<file path="config.mk">
export PLATFORM = sky130hd
export DESIGN_NAME = cpu_flags_pc_table_access
export DESIGN_NICKNAME = d
export VERILOG_FILES = /design/src/include/cpu_core_pkg.sv /design/src/rtl/flag_alu.sv /design/src/rtl/table_ptr_unit.sv /design/src/rtl/cpu_flags_pc_table_access.sv
export SDC_FILE = /design/constraint.sdc
export NUM_CORES = 1
export LEC_CHECK = 0
export ABC_AREA = 1
export BUFFER_PORTS_ARGS = -buffer_cell sky130_fd_sc_hd__buf_2
export CORE_ASPECT_RATIO = 0.9
export CORE_UTILIZATION = 55
export CTS_CLUSTER_DIAMETER = 100
export DETAILED_ROUTE_END_ITERATION = 8
export PLACE_DENSITY = 0.78
export SYNTH_ARGS = -nofsm -noshare
export SYNTH_HDL_FRONTEND = slang
export SYNTH_SLANG_ARGS = --single-unit
</file>
<file path="constraint.sdc">
create_clock -name clk -period 4.4 [get_ports clk]
set_clock_uncertainty 0.2 [all_clocks]
set_input_delay 1.1 -clock clk [delete_from_list [all_inputs] [get_ports clk]]
set_output_delay 1.1 -clock clk [all_outputs]
set_load 0.03 [all_outputs]
</file>
<file path="src/include/cpu_core_pkg.sv">
// ****************************************************************
// Shared constants for the flag, program counter and table unit
// ****************************************************************
package cpu_core_pkg;

	localparam int DATA_W  = 8;
	localparam int PC_W    = 21;
	localparam int UPPER_W = 5;
	localparam int OFS_W   = 11;
	localparam int NFLAGS  = 5;

	// Status flag bit positions
	localparam int FLAG_C  = 0;
	localparam int FLAG_HC = 1;
	localparam int FLAG_Z  = 2;
	localparam int FLAG_VF = 3;
	localparam int FLAG_N  = 4;

	// Which flags each instruction group writes
	localparam logic [NFLAGS-1:0] MASK_NONE   = 5'h00;
	localparam logic [NFLAGS-1:0] MASK_ARITH  = 5'h1f;
	localparam logic [NFLAGS-1:0] MASK_LOGIC  = 5'h14;
	localparam logic [NFLAGS-1:0] MASK_CLR    = 5'h04;
	localparam logic [NFLAGS-1:0] MASK_RCARRY = 5'h15;

	localparam logic [PC_W-1:0]   PC_WORD_STEP = 21'h000002;
	localparam logic [PC_W-1:0]   PC_RESET     = 21'h000000;
	localparam logic [DATA_W-1:0] BYTE_ZERO    = 8'h00;
	localparam logic [DATA_W-1:0] BYTE_ONE     = 8'h01;
	localparam logic [DATA_W-1:0] NEG_LIMIT    = 8'h80;

	// Table pointer update variants
	typedef enum logic [1:0] {
		TBL_KEEP    = 2'h0,
		TBL_POSTINC = 2'h1,
		TBL_POSTDEC = 2'h2,
		TBL_PREINC  = 2'h3
	} tbl_mode_e;

	typedef enum logic [4:0] {
		OP_NOP      = 5'h00,
		OP_ADD      = 5'h01,
		OP_ADDC     = 5'h02,
		OP_SUB      = 5'h03,
		OP_SUBB     = 5'h04,
		OP_INC      = 5'h05,
		OP_DEC      = 5'h06,
		OP_AND      = 5'h07,
		OP_IOR      = 5'h08,
		OP_XOR      = 5'h09,
		OP_CLR      = 5'h0a,
		OP_RLC      = 5'h0b,
		OP_RRC      = 5'h0c,
		OP_RLNC     = 5'h0d,
		OP_RRNC     = 5'h0e,
		OP_NEG      = 5'h0f,
		OP_MOVE     = 5'h10,
		OP_TABRD    = 5'h11,
		OP_TABWR    = 5'h12,
		OP_GOTO     = 5'h13,
		OP_CALL     = 5'h14,
		OP_BRA      = 5'h15,
		OP_UPBANK   = 5'h16,
		OP_LONGCALL = 5'h17
	} op_e;

	typedef enum logic [2:0] {
		SK_RUN    = 3'b001,
		SK_FIRST  = 3'b010,
		SK_SECOND = 3'b100
	} skip_e;

	typedef enum logic [1:0] {
		TR_IDLE = 2'b01,
		TR_WAIT = 2'b10
	} tread_e;

endpackage

</file>
<file path="src/rtl/flag_alu.sv">
`timescale 1ns/1ps
// ****************************************************************
// Result and status flag computation
// ****************************************************************
module flag_alu (
	input  wire logic [7:0] opCode,    // Operation code
	input  wire logic [7:0] operand,   // Register or literal operand
	input  wire logic [7:0] wReg,      // Working register
	input  wire logic       carryIn,   // Current carry flag
	output logic      [7:0] result,    // Result byte
	output logic      [4:0] flagNext,  // Candidate flag values
	output logic      [4:0] flagMask   // Flags written by this op
);
	logic [7:0] addend;
	logic       cin;
	logic [8:0] sum;
	logic [4:0] nib;
	logic       useAdder;

	always_comb begin
		addend   = wReg;
		cin      = 1'b0;
		useAdder = 1'b1;
		case (opCode[4:0])
			cpu_core_pkg::OP_ADD:  addend = wReg;
			cpu_core_pkg::OP_ADDC: cin = carryIn;
			cpu_core_pkg::OP_SUB: begin
				addend = ~wReg;
				cin    = 1'b1;
			end
			cpu_core_pkg::OP_SUBB: begin
				addend = ~wReg;
				cin    = carryIn;
			end
			cpu_core_pkg::OP_INC:  addend = cpu_core_pkg::BYTE_ONE;
			cpu_core_pkg::OP_DEC: begin
				addend = ~cpu_core_pkg::BYTE_ONE;
				cin    = 1'b1;
			end
			default: useAdder = 1'b0;
		endcase
	end

	assign sum = {1'b0, operand} + {1'b0, addend} + {8'h00, cin};
	assign nib = {1'b0, operand[3:0]} + {1'b0, addend[3:0]} + {4'h0, cin};

	always_comb begin
		result   = operand;
		flagNext = 5'h00;
		flagMask = cpu_core_pkg::MASK_NONE;
		if (useAdder) begin
			result                          = sum[7:0];
			flagMask                        = cpu_core_pkg::MASK_ARITH;
			flagNext[cpu_core_pkg::FLAG_C]  = sum[8];
			flagNext[cpu_core_pkg::FLAG_HC] = nib[4];
			flagNext[cpu_core_pkg::FLAG_VF] = (operand[7] == addend[7]) && (sum[7] != operand[7]);
		end else begin
			case (opCode[4:0])
				cpu_core_pkg::OP_AND: begin
					result   = operand & wReg;
					flagMask = cpu_core_pkg::MASK_LOGIC;
				end
				cpu_core_pkg::OP_IOR: begin
					result   = operand | wReg;
					flagMask = cpu_core_pkg::MASK_LOGIC;
				end
				cpu_core_pkg::OP_XOR: begin
					result   = operand ^ wReg;
					flagMask = cpu_core_pkg::MASK_LOGIC;
				end
				cpu_core_pkg::OP_CLR: begin
					result   = cpu_core_pkg::BYTE_ZERO;
					flagMask = cpu_core_pkg::MASK_CLR;
				end
				cpu_core_pkg::OP_RLC: begin
					result                         = {operand[6:0], carryIn};
					flagNext[cpu_core_pkg::FLAG_C] = operand[7];
					flagMask                       = cpu_core_pkg::MASK_RCARRY;
				end
				cpu_core_pkg::OP_RRC: begin
					result                         = {carryIn, operand[7:1]};
					flagNext[cpu_core_pkg::FLAG_C] = operand[0];
					flagMask                       = cpu_core_pkg::MASK_RCARRY;
				end
				cpu_core_pkg::OP_RLNC: begin
					result   = {operand[6:0], operand[7]};
					flagMask = cpu_core_pkg::MASK_LOGIC;
				end
				cpu_core_pkg::OP_RRNC: begin
					result   = {operand[0], operand[7:1]};
					flagMask = cpu_core_pkg::MASK_LOGIC;
				end
				cpu_core_pkg::OP_NEG: begin
					result                          = 8'h00 - operand;
					flagMask                        = cpu_core_pkg::MASK_ARITH;
					flagNext[cpu_core_pkg::FLAG_C]  = (operand == cpu_core_pkg::BYTE_ZERO);
					flagNext[cpu_core_pkg::FLAG_HC] = (operand[3:0] == 4'h0);
					flagNext[cpu_core_pkg::FLAG_VF] = (operand == cpu_core_pkg::NEG_LIMIT);
				end
				default: flagMask = cpu_core_pkg::MASK_NONE;
			endcase
		end
		flagNext[cpu_core_pkg::FLAG_Z] = (result == cpu_core_pkg::BYTE_ZERO);
		flagNext[cpu_core_pkg::FLAG_N] = result[7];
	end

endmodule

</file>
<file path="src/rtl/table_ptr_unit.sv">
`timescale 1ns/1ps
// ****************************************************************
// Table pointer byte address and update
// ****************************************************************
module table_ptr_unit (
	input  wire logic [20:0] tablePointer, // Current pointer
	input  wire logic [1:0]  tblMode,      // Update variant
	output logic      [20:0] accessAddr,   // Byte address used now
	output logic      [20:0] nextPointer   // Pointer after the access
);
	localparam logic [20:0] ONE = 21'h000001;

	always_comb begin
		accessAddr  = tablePointer;
		nextPointer = tablePointer;
		case (tblMode)
			cpu_core_pkg::TBL_POSTINC: nextPointer = tablePointer + ONE;
			cpu_core_pkg::TBL_POSTDEC: nextPointer = tablePointer - ONE;
			cpu_core_pkg::TBL_PREINC: begin
				accessAddr  = tablePointer + ONE;
				nextPointer = tablePointer + ONE;
			end
			default: nextPointer = tablePointer;
		endcase
	end

endmodule

</file>
<file path="src/rtl/cpu_flags_pc_table_access.sv">
`timescale 1ns/1ps
// Summary of operation
// - Negative flag reflects result of affecting ops
// - Arithmetic ops update all five flags
// - AND, OR, XOR update only Z, N
// - Clear sets Z, other flags untouched
// - Carry rotates update C,Z,N; others Z,N
// - Negate gives two's complement, all five flags
// - Register move changes no flag
// - Table reads and writes change no flag
// - Bank literal and long call not decoded
// - Counter counts bytes, offsets doubled
// - Low byte read copies high, upper to latches
// - Low byte write loads high, upper from latches
// - Table pointer byte address, 8-bit transfers
// - One instruction per table read or write
// - Skipped second word executes as no-op
module cpu_flags_pc_table_access (
	input  wire logic        clk,           // 200 MHz clock
	input  wire logic        rst_b,         // Asynchronous reset, active low
	input  wire logic        opValid,       // An instruction word issues
	input  wire logic [4:0]  opCode,        // Decoded operation
	input  wire logic        opTwoWord,     // Issued word opens a two-word op
	input  wire logic [7:0]  operand,       // Register or literal operand
	input  wire logic [7:0]  wReg,          // Working register value
	input  wire logic [1:0]  tblMode,       // Table pointer variant
	input  wire logic [10:0] braOffset,     // Signed word offset for branch
	input  wire logic [19:0] jumpTarget,    // Word target for jump or call
	input  wire logic        skipTaken,     // Next word is to be skipped
	input  wire logic        pcLowRd,       // Counter low byte read strobe
	input  wire logic        pcLowWr,       // Counter low byte write strobe
	input  wire logic [7:0]  pcLowWrData,   // Data for low byte write
	input  wire logic        latchHighWr,   // Write high latch
	input  wire logic        latchUpperWr,  // Write upper latch
	input  wire logic [7:0]  latchData,     // Data for latch writes
	input  wire logic        tblPtrWr,      // Load table pointer
	input  wire logic [20:0] tblPtrData,    // Table pointer load value
	input  wire logic        tblLatchWr,    // Load table latch
	input  wire logic [7:0]  tblLatchData,  // Table latch load value
	input  wire logic [7:0]  progRdData,    // Program memory read byte
	output logic      [7:0]  result,        // Result byte
	output logic             resultValid,   // Result strobe
	output logic      [4:0]  statusFlags,   // Negative, overflow, zero, digit carry, carry
	output logic      [20:0] pc,            // Program counter, byte address
	output logic      [7:0]  pcLowRead,     // Value returned by low byte read
	output logic      [7:0]  pcHighLatch,   // High latch
	output logic      [4:0]  pcUpperLatch,  // Upper latch
	output logic      [20:0] tablePointer,  // Table pointer
	output logic      [7:0]  tableLatch,    // Table latch
	output logic      [20:0] progAddr,      // Program memory byte address
	output logic             progRe,        // Program memory read pulse
	output logic             progWe,        // Program memory write pulse
	output logic      [7:0]  progWrData,    // Program memory write byte
	output logic             illegalOp,     // Undecoded op seen
	output logic             opSkipped      // Word executed as a no-op
);
	// ****************************************************************
	// Reset release
	// ****************************************************************
	logic rstSync1;
	logic rst_bSync;

	always_ff @(posedge clk or negedge rst_b) begin
		if (!rst_b) begin
			rstSync1  <= 1'b0;
			rst_bSync <= 1'b0;
		end else begin
			rstSync1  <= 1'b1;
			rst_bSync <= rstSync1;
		end
	end

	// ****************************************************************
	// Decode and skip handling
	// ****************************************************************
	cpu_core_pkg::skip_e skipState;
	logic                execOp;
	logic                isIllegal;

	function automatic logic is_op(input logic [4:0] code, input cpu_core_pkg::op_e op);
		is_op = (code == op);
	endfunction

	assign isIllegal = is_op(opCode, cpu_core_pkg::OP_UPBANK)
		|| is_op(opCode, cpu_core_pkg::OP_LONGCALL);
	assign execOp = opValid && (skipState == cpu_core_pkg::SK_RUN) && !isIllegal;

	always_ff @(posedge clk or negedge rst_bSync) begin
		if (!rst_bSync) begin
			skipState <= cpu_core_pkg::SK_RUN;
		end else if (opValid) begin
			case (skipState)
				cpu_core_pkg::SK_RUN: if (skipTaken) skipState <= cpu_core_pkg::SK_FIRST;
				cpu_core_pkg::SK_FIRST: begin
					if (opTwoWord)
						skipState <= cpu_core_pkg::SK_SECOND;
					else
						skipState <= cpu_core_pkg::SK_RUN;
				end
				cpu_core_pkg::SK_SECOND: skipState <= cpu_core_pkg::SK_RUN;
				default: skipState <= cpu_core_pkg::SK_RUN;
			endcase
		end
	end

	always_ff @(posedge clk or negedge rst_bSync) begin
		if (!rst_bSync) begin
			opSkipped <= 1'b0;
			illegalOp <= 1'b0;
		end else begin
			opSkipped <= opValid && (skipState != cpu_core_pkg::SK_RUN);
			illegalOp <= opValid && (skipState == cpu_core_pkg::SK_RUN) && isIllegal;
		end
	end

	// ****************************************************************
	// Result and status flags
	// ****************************************************************
	logic [7:0] aluResult;
	logic [4:0] flagNext;
	logic [4:0] flagMask;

	flag_alu uAlu (
		.opCode   ({3'h0, opCode}),
		.operand  (operand),
		.wReg     (wReg),
		.carryIn  (statusFlags[cpu_core_pkg::FLAG_C]),
		.result   (aluResult),
		.flagNext (flagNext),
		.flagMask (flagMask)
	);

	always_ff @(posedge clk or negedge rst_bSync) begin
		if (!rst_bSync) begin
			statusFlags <= 5'h00;
		end else if (execOp) begin
			statusFlags <= (statusFlags & ~flagMask) | (flagNext & flagMask);
		end
	end

	always_ff @(posedge clk or negedge rst_bSync) begin
		if (!rst_bSync) begin
			result      <= 8'h00;
			resultValid <= 1'b0;
		end else begin
			resultValid <= execOp && (opCode >= cpu_core_pkg::OP_ADD)
				&& (opCode <= cpu_core_pkg::OP_MOVE);
			if (execOp)
				result <= aluResult;
		end
	end

	// ****************************************************************
	// Program counter and its latches
	// ****************************************************************
	logic [20:0] braByteOfs;

	assign braByteOfs = {{9{braOffset[10]}}, braOffset, 1'b0};

	always_ff @(posedge clk or negedge rst_bSync) begin
		if (!rst_bSync) begin
			pc <= cpu_core_pkg::PC_RESET;
		end else if (pcLowWr) begin
			pc <= {pcUpperLatch, pcHighLatch, pcLowWrData};
		end else if (opValid) begin
			if (execOp && (is_op(opCode, cpu_core_pkg::OP_GOTO)
				|| is_op(opCode, cpu_core_pkg::OP_CALL)))
				pc <= {jumpTarget, 1'b0};
			else if (execOp && is_op(opCode, cpu_core_pkg::OP_BRA))
				pc <= pc + cpu_core_pkg::PC_WORD_STEP + braByteOfs;
			else
				pc <= pc + cpu_core_pkg::PC_WORD_STEP;
		end
	end

	always_ff @(posedge clk or negedge rst_bSync) begin
		if (!rst_bSync) begin
			pcHighLatch  <= 8'h00;
			pcUpperLatch <= 5'h00;
			pcLowRead    <= 8'h00;
		end else if (pcLowRd) begin
			pcLowRead    <= pc[7:0];
			pcHighLatch  <= pc[15:8];
			pcUpperLatch <= pc[20:16];
		end else begin
			if (latchHighWr)
				pcHighLatch <= latchData;
			if (latchUpperWr)
				pcUpperLatch <= latchData[4:0];
		end
	end

	// ****************************************************************
	// Table read and write
	// ****************************************************************
	logic [20:0]           accessAddr;
	logic [20:0]           nextPointer;
	logic                  prog_mem_byte_read_op;
	logic                  prog_mem_byte_write_op;

	table_ptr_unit uTbl (
		.tablePointer (tablePointer),
		.tblMode      (tblMode),
		.accessAddr   (accessAddr),
		.nextPointer  (nextPointer)
	);

	assign prog_mem_byte_read_op = execOp && is_op(opCode, cpu_core_pkg::OP_TABRD);
	assign prog_mem_byte_write_op = execOp && is_op(opCode, cpu_core_pkg::OP_TABWR);

	always_ff @(posedge clk or negedge rst_bSync) begin
		if (!rst_bSync) begin
			tablePointer <= 21'h000000;
		end else if (prog_mem_byte_read_op || prog_mem_byte_write_op) begin
			tablePointer <= nextPointer;
		end else if (tblPtrWr) begin
			tablePointer <= tblPtrData;
		end
	end

	always_ff @(posedge clk or negedge rst_bSync) begin
		if (!rst_bSync) begin
			progAddr   <= 21'h000000;
			progRe     <= 1'b0;
			progWe     <= 1'b0;
			progWrData <= 8'h00;
		end else begin
			progRe <= prog_mem_byte_read_op;
			progWe <= prog_mem_byte_write_op;
			if (prog_mem_byte_read_op || prog_mem_byte_write_op)
				progAddr <= accessAddr;
			if (prog_mem_byte_write_op)
				progWrData <= tableLatch;
		end
	end

	always_ff @(posedge clk or negedge rst_bSync) begin
		if (!rst_bSync) begin
			tableLatch <= 8'h00;
		end else if (progRe) begin
			tableLatch <= progRdData;
		end else if (tblLatchWr) begin
			tableLatch <= tblLatchData;
		end
	end
endmodule

</file>
==> Word level (Yosys, flattened, before mapping) <==
Index checks and enable logic that the tools add are counted.
{ "op_classes": {"n_bitwise": 8, "n_lt_le_gt_ge": 2, "muxes": 29, "eq_ne": 33, "addsub": 9, "reduce_logical": 32} }
{ "op_table": {"columns": ["op", "n"], "rows": [
  ["$mux W21", 7],
  ["$pmux W8 S9", 1],
  ["$pmux W21 S2", 1],
  ["$eq A5 B4 Y1 const B", 8],
  ["$mux W8", 5],
  ["$eq A5 B5 Y1 const B", 7],
  ["$pmux W8 S3", 1],
  ["$add A21 B1 Y21 const B", 1],
  ["$add A21 B2 Y21 const B", 1],
  ["$add A21 B21 Y21", 1],
  ["$sub A21 B1 Y21 const B", 1],
  ["$eq A5 B3 Y1 const B", 4],
  ["$pmux W5 S4", 1],
  ["$logic_not A8 Y1", 2],
  ["$mux W5", 3],
  ["$logic_and A1 B1 Y1", 11],
  ["$and A5 B5 Y5", 2],
  ["$eq A5 B2 Y1 const B", 2],
  ["$reduce_bool A2 Y1", 5],
  ["$reduce_or A2 Y1", 5],
  ["$add A8 B8 Y9", 1],
  ["$add A9 B1 Y9", 1],
  ["$and A8 B8 Y8", 1],
  ["$eq A8 B8 Y1 const B", 1],
  ["other kinds (32)", 40]
]} }
{ "word_totals": {"ff_bits": 123, "out_inout_bits": 118, "word_cells": 131} }

==> Depth between registers and ports, before layout <==
{ "depth": {"depth_word": 10, "ltp_mapped": 23} }

==> Modules after synthesis <==
Synthesis repeated with hierarchy kept, for this count alone.
{ "hier_totals": {"cells_unflattened": 1688, "area_unflattened_um2": 10886.7} }
{ "by_module_without_submodules": {"columns": ["mod", "seq_area_each_um2", "area_per_inst_um2", "cells_each", "instances"], "rows": [
  ["cpu_flags_pc_table_access", 3079.2, 7413.4, 1015, 1],
  ["flag_alu", 0.0, 1773.0, 324, 1],
  ["table_ptr_unit", 0.0, 1700.4, 349, 1]
]} }

==> Worst setup path after synthesis <==
Ideal clock, no wire load.
{ "synth_timing": {"kind": "input -> register", "from": "input opCode[4]", "to": "register with a tool-made name", "path_stages": 19, "arrival_time_ns": 3.683, "n_path_buf": 1, "setup_ns": 0.065, "t_required_ns": 4.135, "setup_slack_ns": 0.452, "cell_sequence": "buf_6 nor2_1 nand2_1 nand2_1 nor2_1 clkinv_1 o21ai_0 o21ai_0 fa_1 fa_1 nand3_1 nand3_1 xor2_1 nor2_1 a21oi_1 nand2_1 nor2_1 nand3_1 nand2_1"} }
{ "synth_lines": {"columns": ["item", "line_no", "rtl"], "rows": [
  ["from (decl)", "cpu_flags_pc_table_access.sv:22", "input wire logic [4:0] opCode,"]
]} }

==> reports/metrics.cfg <==
[power_and_ir_drop]
power_frac_seq_pct = 32.8
sw_frac_of_total_pct = 41.6
power.density_mw_per_mm2 = 410
p_comb_share_pct = 36.7
ir_drop_v = 0.000358
switchingPower_mw = 2.02
leakagePower_nw = 6.28
p_int_mw = 2.83
p_clk_share_pct = 30.5

[yosys]
syn_area_per_cell_um2 = 6.61
synth_area_mm2 = 0.00985
yosys_most_used_dff = dfrtp_1
synthCells = 1490
synthArstFlopShare_pct = 100
yosys_warnings = 0
synthDistinctLibCells = 52
ys_seq_elements = 123
yosysSeqAreaShare_pct = 31.3
synth_edf_count = 0
synth_fp_nets = 1657

[die]
coreArea_mm2 = 0.0176
fp.dieH_um = 129
start_util_pct = 56.1
die_w_um = 143
io_pins = 236
die_area_mm2 = 0.0185
std_cell_rows = 46

[worst_hold_path]
hold_path_class = flip-flop to flip-flop
min_path_cells = 0
min_from = rstSync1
worstHoldEndpoint = rst_bSync

[sta]
finalHoldViolations = 0
setup_tns_ps = 0
tightestPinTransition_ps = 1050
maxSlewHeadroom_pct = 29.5
setup_violations = 0
fmax_mhz = 259
period_minus_slack_ps = 3870
rsz0062_at_grt = false
final-max-slew-violation-count = 0
timing.final.crit_share_pct = 87.8

[cts]
cts_num_sinks = 123
htreeDepth = 4
clkLatencyLatePin_ps = 420
cts_buffer_depth = 2
cts-root-buf = clkbuf_16
ctsHoldBuffers = 0
cts_made_buffers = 17
cts_tree = done
cts_setup_buffers = 0
clk_pin_slew_ps = 60
cts_resized = 0

[global_routing]
grt_pass1_wl_mm = 50.1
first_global_vias = 9839
grt_max_degree = 68
grt_overflow = 0
grt_util_all_layers_pct = 35.0
antenna_found_initial = 0

[setup_path]
worstSetupPathType = input port to flip-flop
path_cells = buf_2 > inv_1 > nand2_1 > nor2_1 > nand2_1 > nand2_1 > nor2_1 > clkinv_1 > o21ai_0 > o21ai_0 > fa_1 > fa_1 > nand3_1 > nand3_1 > xor2_1 > nor2_1 > a21oi_1 > nand2_1 > nor2_1 > nand3_1 > nand2_1
ff2ff_path_depth = 17
critPathRequiredTime_ps = 4560
cp_top_family = simple AND/OR/NAND/NOR gates
ff2ff_setup_slack_ps = 800
crit_buf_inv = 3
crit_fanout = 6
start_kind = input port
max_stage_delay_ps = 460
cp.depth = 21
cp_common_cell = nand2_1
slowest_stage = fa_1
endpoint_kind = flip-flop
timing.rr.end = pc[20]
reg2reg_from = pc[3]
worstPathArrival_ps = 4030

[cells_and_area]
antenna_cells = 0
drive_gt1_share_pct = 18.1
nets = 1879
area_growth_syn_to_layout_pct = 20.2
fin_cells = 1965

[detailed_routing]
dr.pass1.iters = 7
drt_wl_total_mm = 32.3
post_drt_wl_per_cell_um = 16.5
drc = 0
antenna_left = 0
num_vias = 11000
via_per_inst = 5.62
drtIter0Drc = 880

[flow_run]
cap_violations = 0

[outcome]
run_status = finished clean

[place]
place_congestion = 0.965
io_buffers = 235
hpwlAfterDp_mm = 24.7
post-place-cells = 1933

## synthesized netlist by cell type (2+ instances only)
cell	instances	area, um^2
nand2_1	401	1510
nor2_1	193	724
inv_1	149	559
dfrtp_1	122	3050
o21ai_0	116	581
nand3_1	105	526
a21oi_1	89	445
ha_1	46	576
xor2_1	44	385
clkbuf_1	30	113
nand4_1	23	144
o22ai_1	16	100
a22oi_1	14	105
nor3_1	14	70.1
o21ai_1	13	65.1
o211ai_1	12	90.1
a31oi_1	10	62.6
xnor2_1	10	87.6
buf_2	8	40.0
inv_2	7	26.3
o21bai_1	6	45.0
buf_4	5	37.5
nand3b_1	5	37.5
o221ai_1	5	43.8
a211oi_1	3	22.5
a21boi_0	3	22.5
a21o_1	3	22.5
buf_6	3	33.8
fa_1	3	60.1
nand2_2	3	18.8
nor2_2	3	18.8
or2_2	3	18.8
clkinv_1	2	7.51
nand2_4	2	22.5
nor4_1	2	12.5
## per-stage QoR
step	util (%)	cell area (um^2)	hold slack, ps	power (mW)	setup slack [ps]
3_5_place_dp	63.9	11200	142	3.36	123
6_report	67.5	11800	155	4.85	535
4_1_cts	67.5	11800	155	4.85	546
2_1_floorplan	-	9850	131	2.80	452
5_1_grt	67.5	11800	174	5.11	207
3_3_place_gp	63.9	11200	135	3.34	156
## layer usage
| layer | up-vias | GRT usage [%] | share of wire [%] |
|---|---|---|---|
| met3 | 71 | 5.58 | 8.8 |
| li1 | 5353 | - | - |
| met1 | 5039 | 47.4 | 42 |
| met5 | - | 0 | 0 |
| met4 | 0 | 13.2 | 2.8 |
| met2 | 585 | 56.2 | 46 |
## cells in the final DEF (no fill, tap or decap), types with 5 or more instances in the layout
master,count
a21oi_1,89
a22oi_1,14
a31oi_1,10
buf_2,235
buf_4,16
clkbuf_16,17
dfrtp_1,121
ha_1,46
inv_1,149
inv_2,7
inv_6,7
nand2_1,401
nand3_1,105
nand3b_1,5
nand4_1,23
nor2_1,193
nor3_1,14
o211ai_1,12
o21ai_0,116
o21ai_1,13
o21bai_1,6
o221ai_1,5
o22ai_1,16
xnor2_1,10
xor2_1,44
## how the worst max path moves through the flow
| stage | to | start | slack [ps] |
|---|---|---|---|
| after floorplan | flip-flop | opCode[4] | 450 |
| after global placement | flip-flop | opCode[0] | 160 |
| after detailed placement | flip-flop | opCode[0] | 120 |
| after CTS | flip-flop | opCode[3] | 550 |
| after global routing | flip-flop | opCode[0] | 210 |
| final | flip-flop | opCode[0] | 530 |
## power by group through the flow
stage	clock [mW]	combinational (mW)	sequential (mW)
after global placement	0	1.74	1.60
after floorplan	0	0.817	1.98
after detailed placement	0	1.77	1.60
after global routing	1.54	1.96	1.62
final	1.48	1.78	1.59
after CTS	1.49	1.77	1.58
## cell families after synthesis
family                     synth area share [%]
AOI/OAI and AO/OA                          16.7
xor gates and xnor gates                   4.80
adders and majority gates                  6.45
buffers and inverters                      8.53
DFF                                        31.3
other                                    0.0381
and+or+nand+nor                            32.2
## final cells by class
class / count / area [um^2]
Fill cell: 1567 / 5710
Inverter: 160 / 608
Timing Repair Buffer: 251 / 1300
Clock buffer: 18 / 439
Multi-Input combinational cell: 1159 / 5930
Sequential cell: 123 / 3080
Clock inverter: 14 / 184
Tap cell: 240 / 300
## sequential cells by signal, indices dropped and copies added, names as in the netlist, 5 cells and up, named ones only
register / flops
tableLatch: 8
progWrData: 8
progAddr: 21
tablePointer: 21
result: 8
pcUpperLatch: 5
pc: 21
pcLowRead: 8
pcHighLatch: 8
Note: power is estimated with default switching activity, not from simulation.
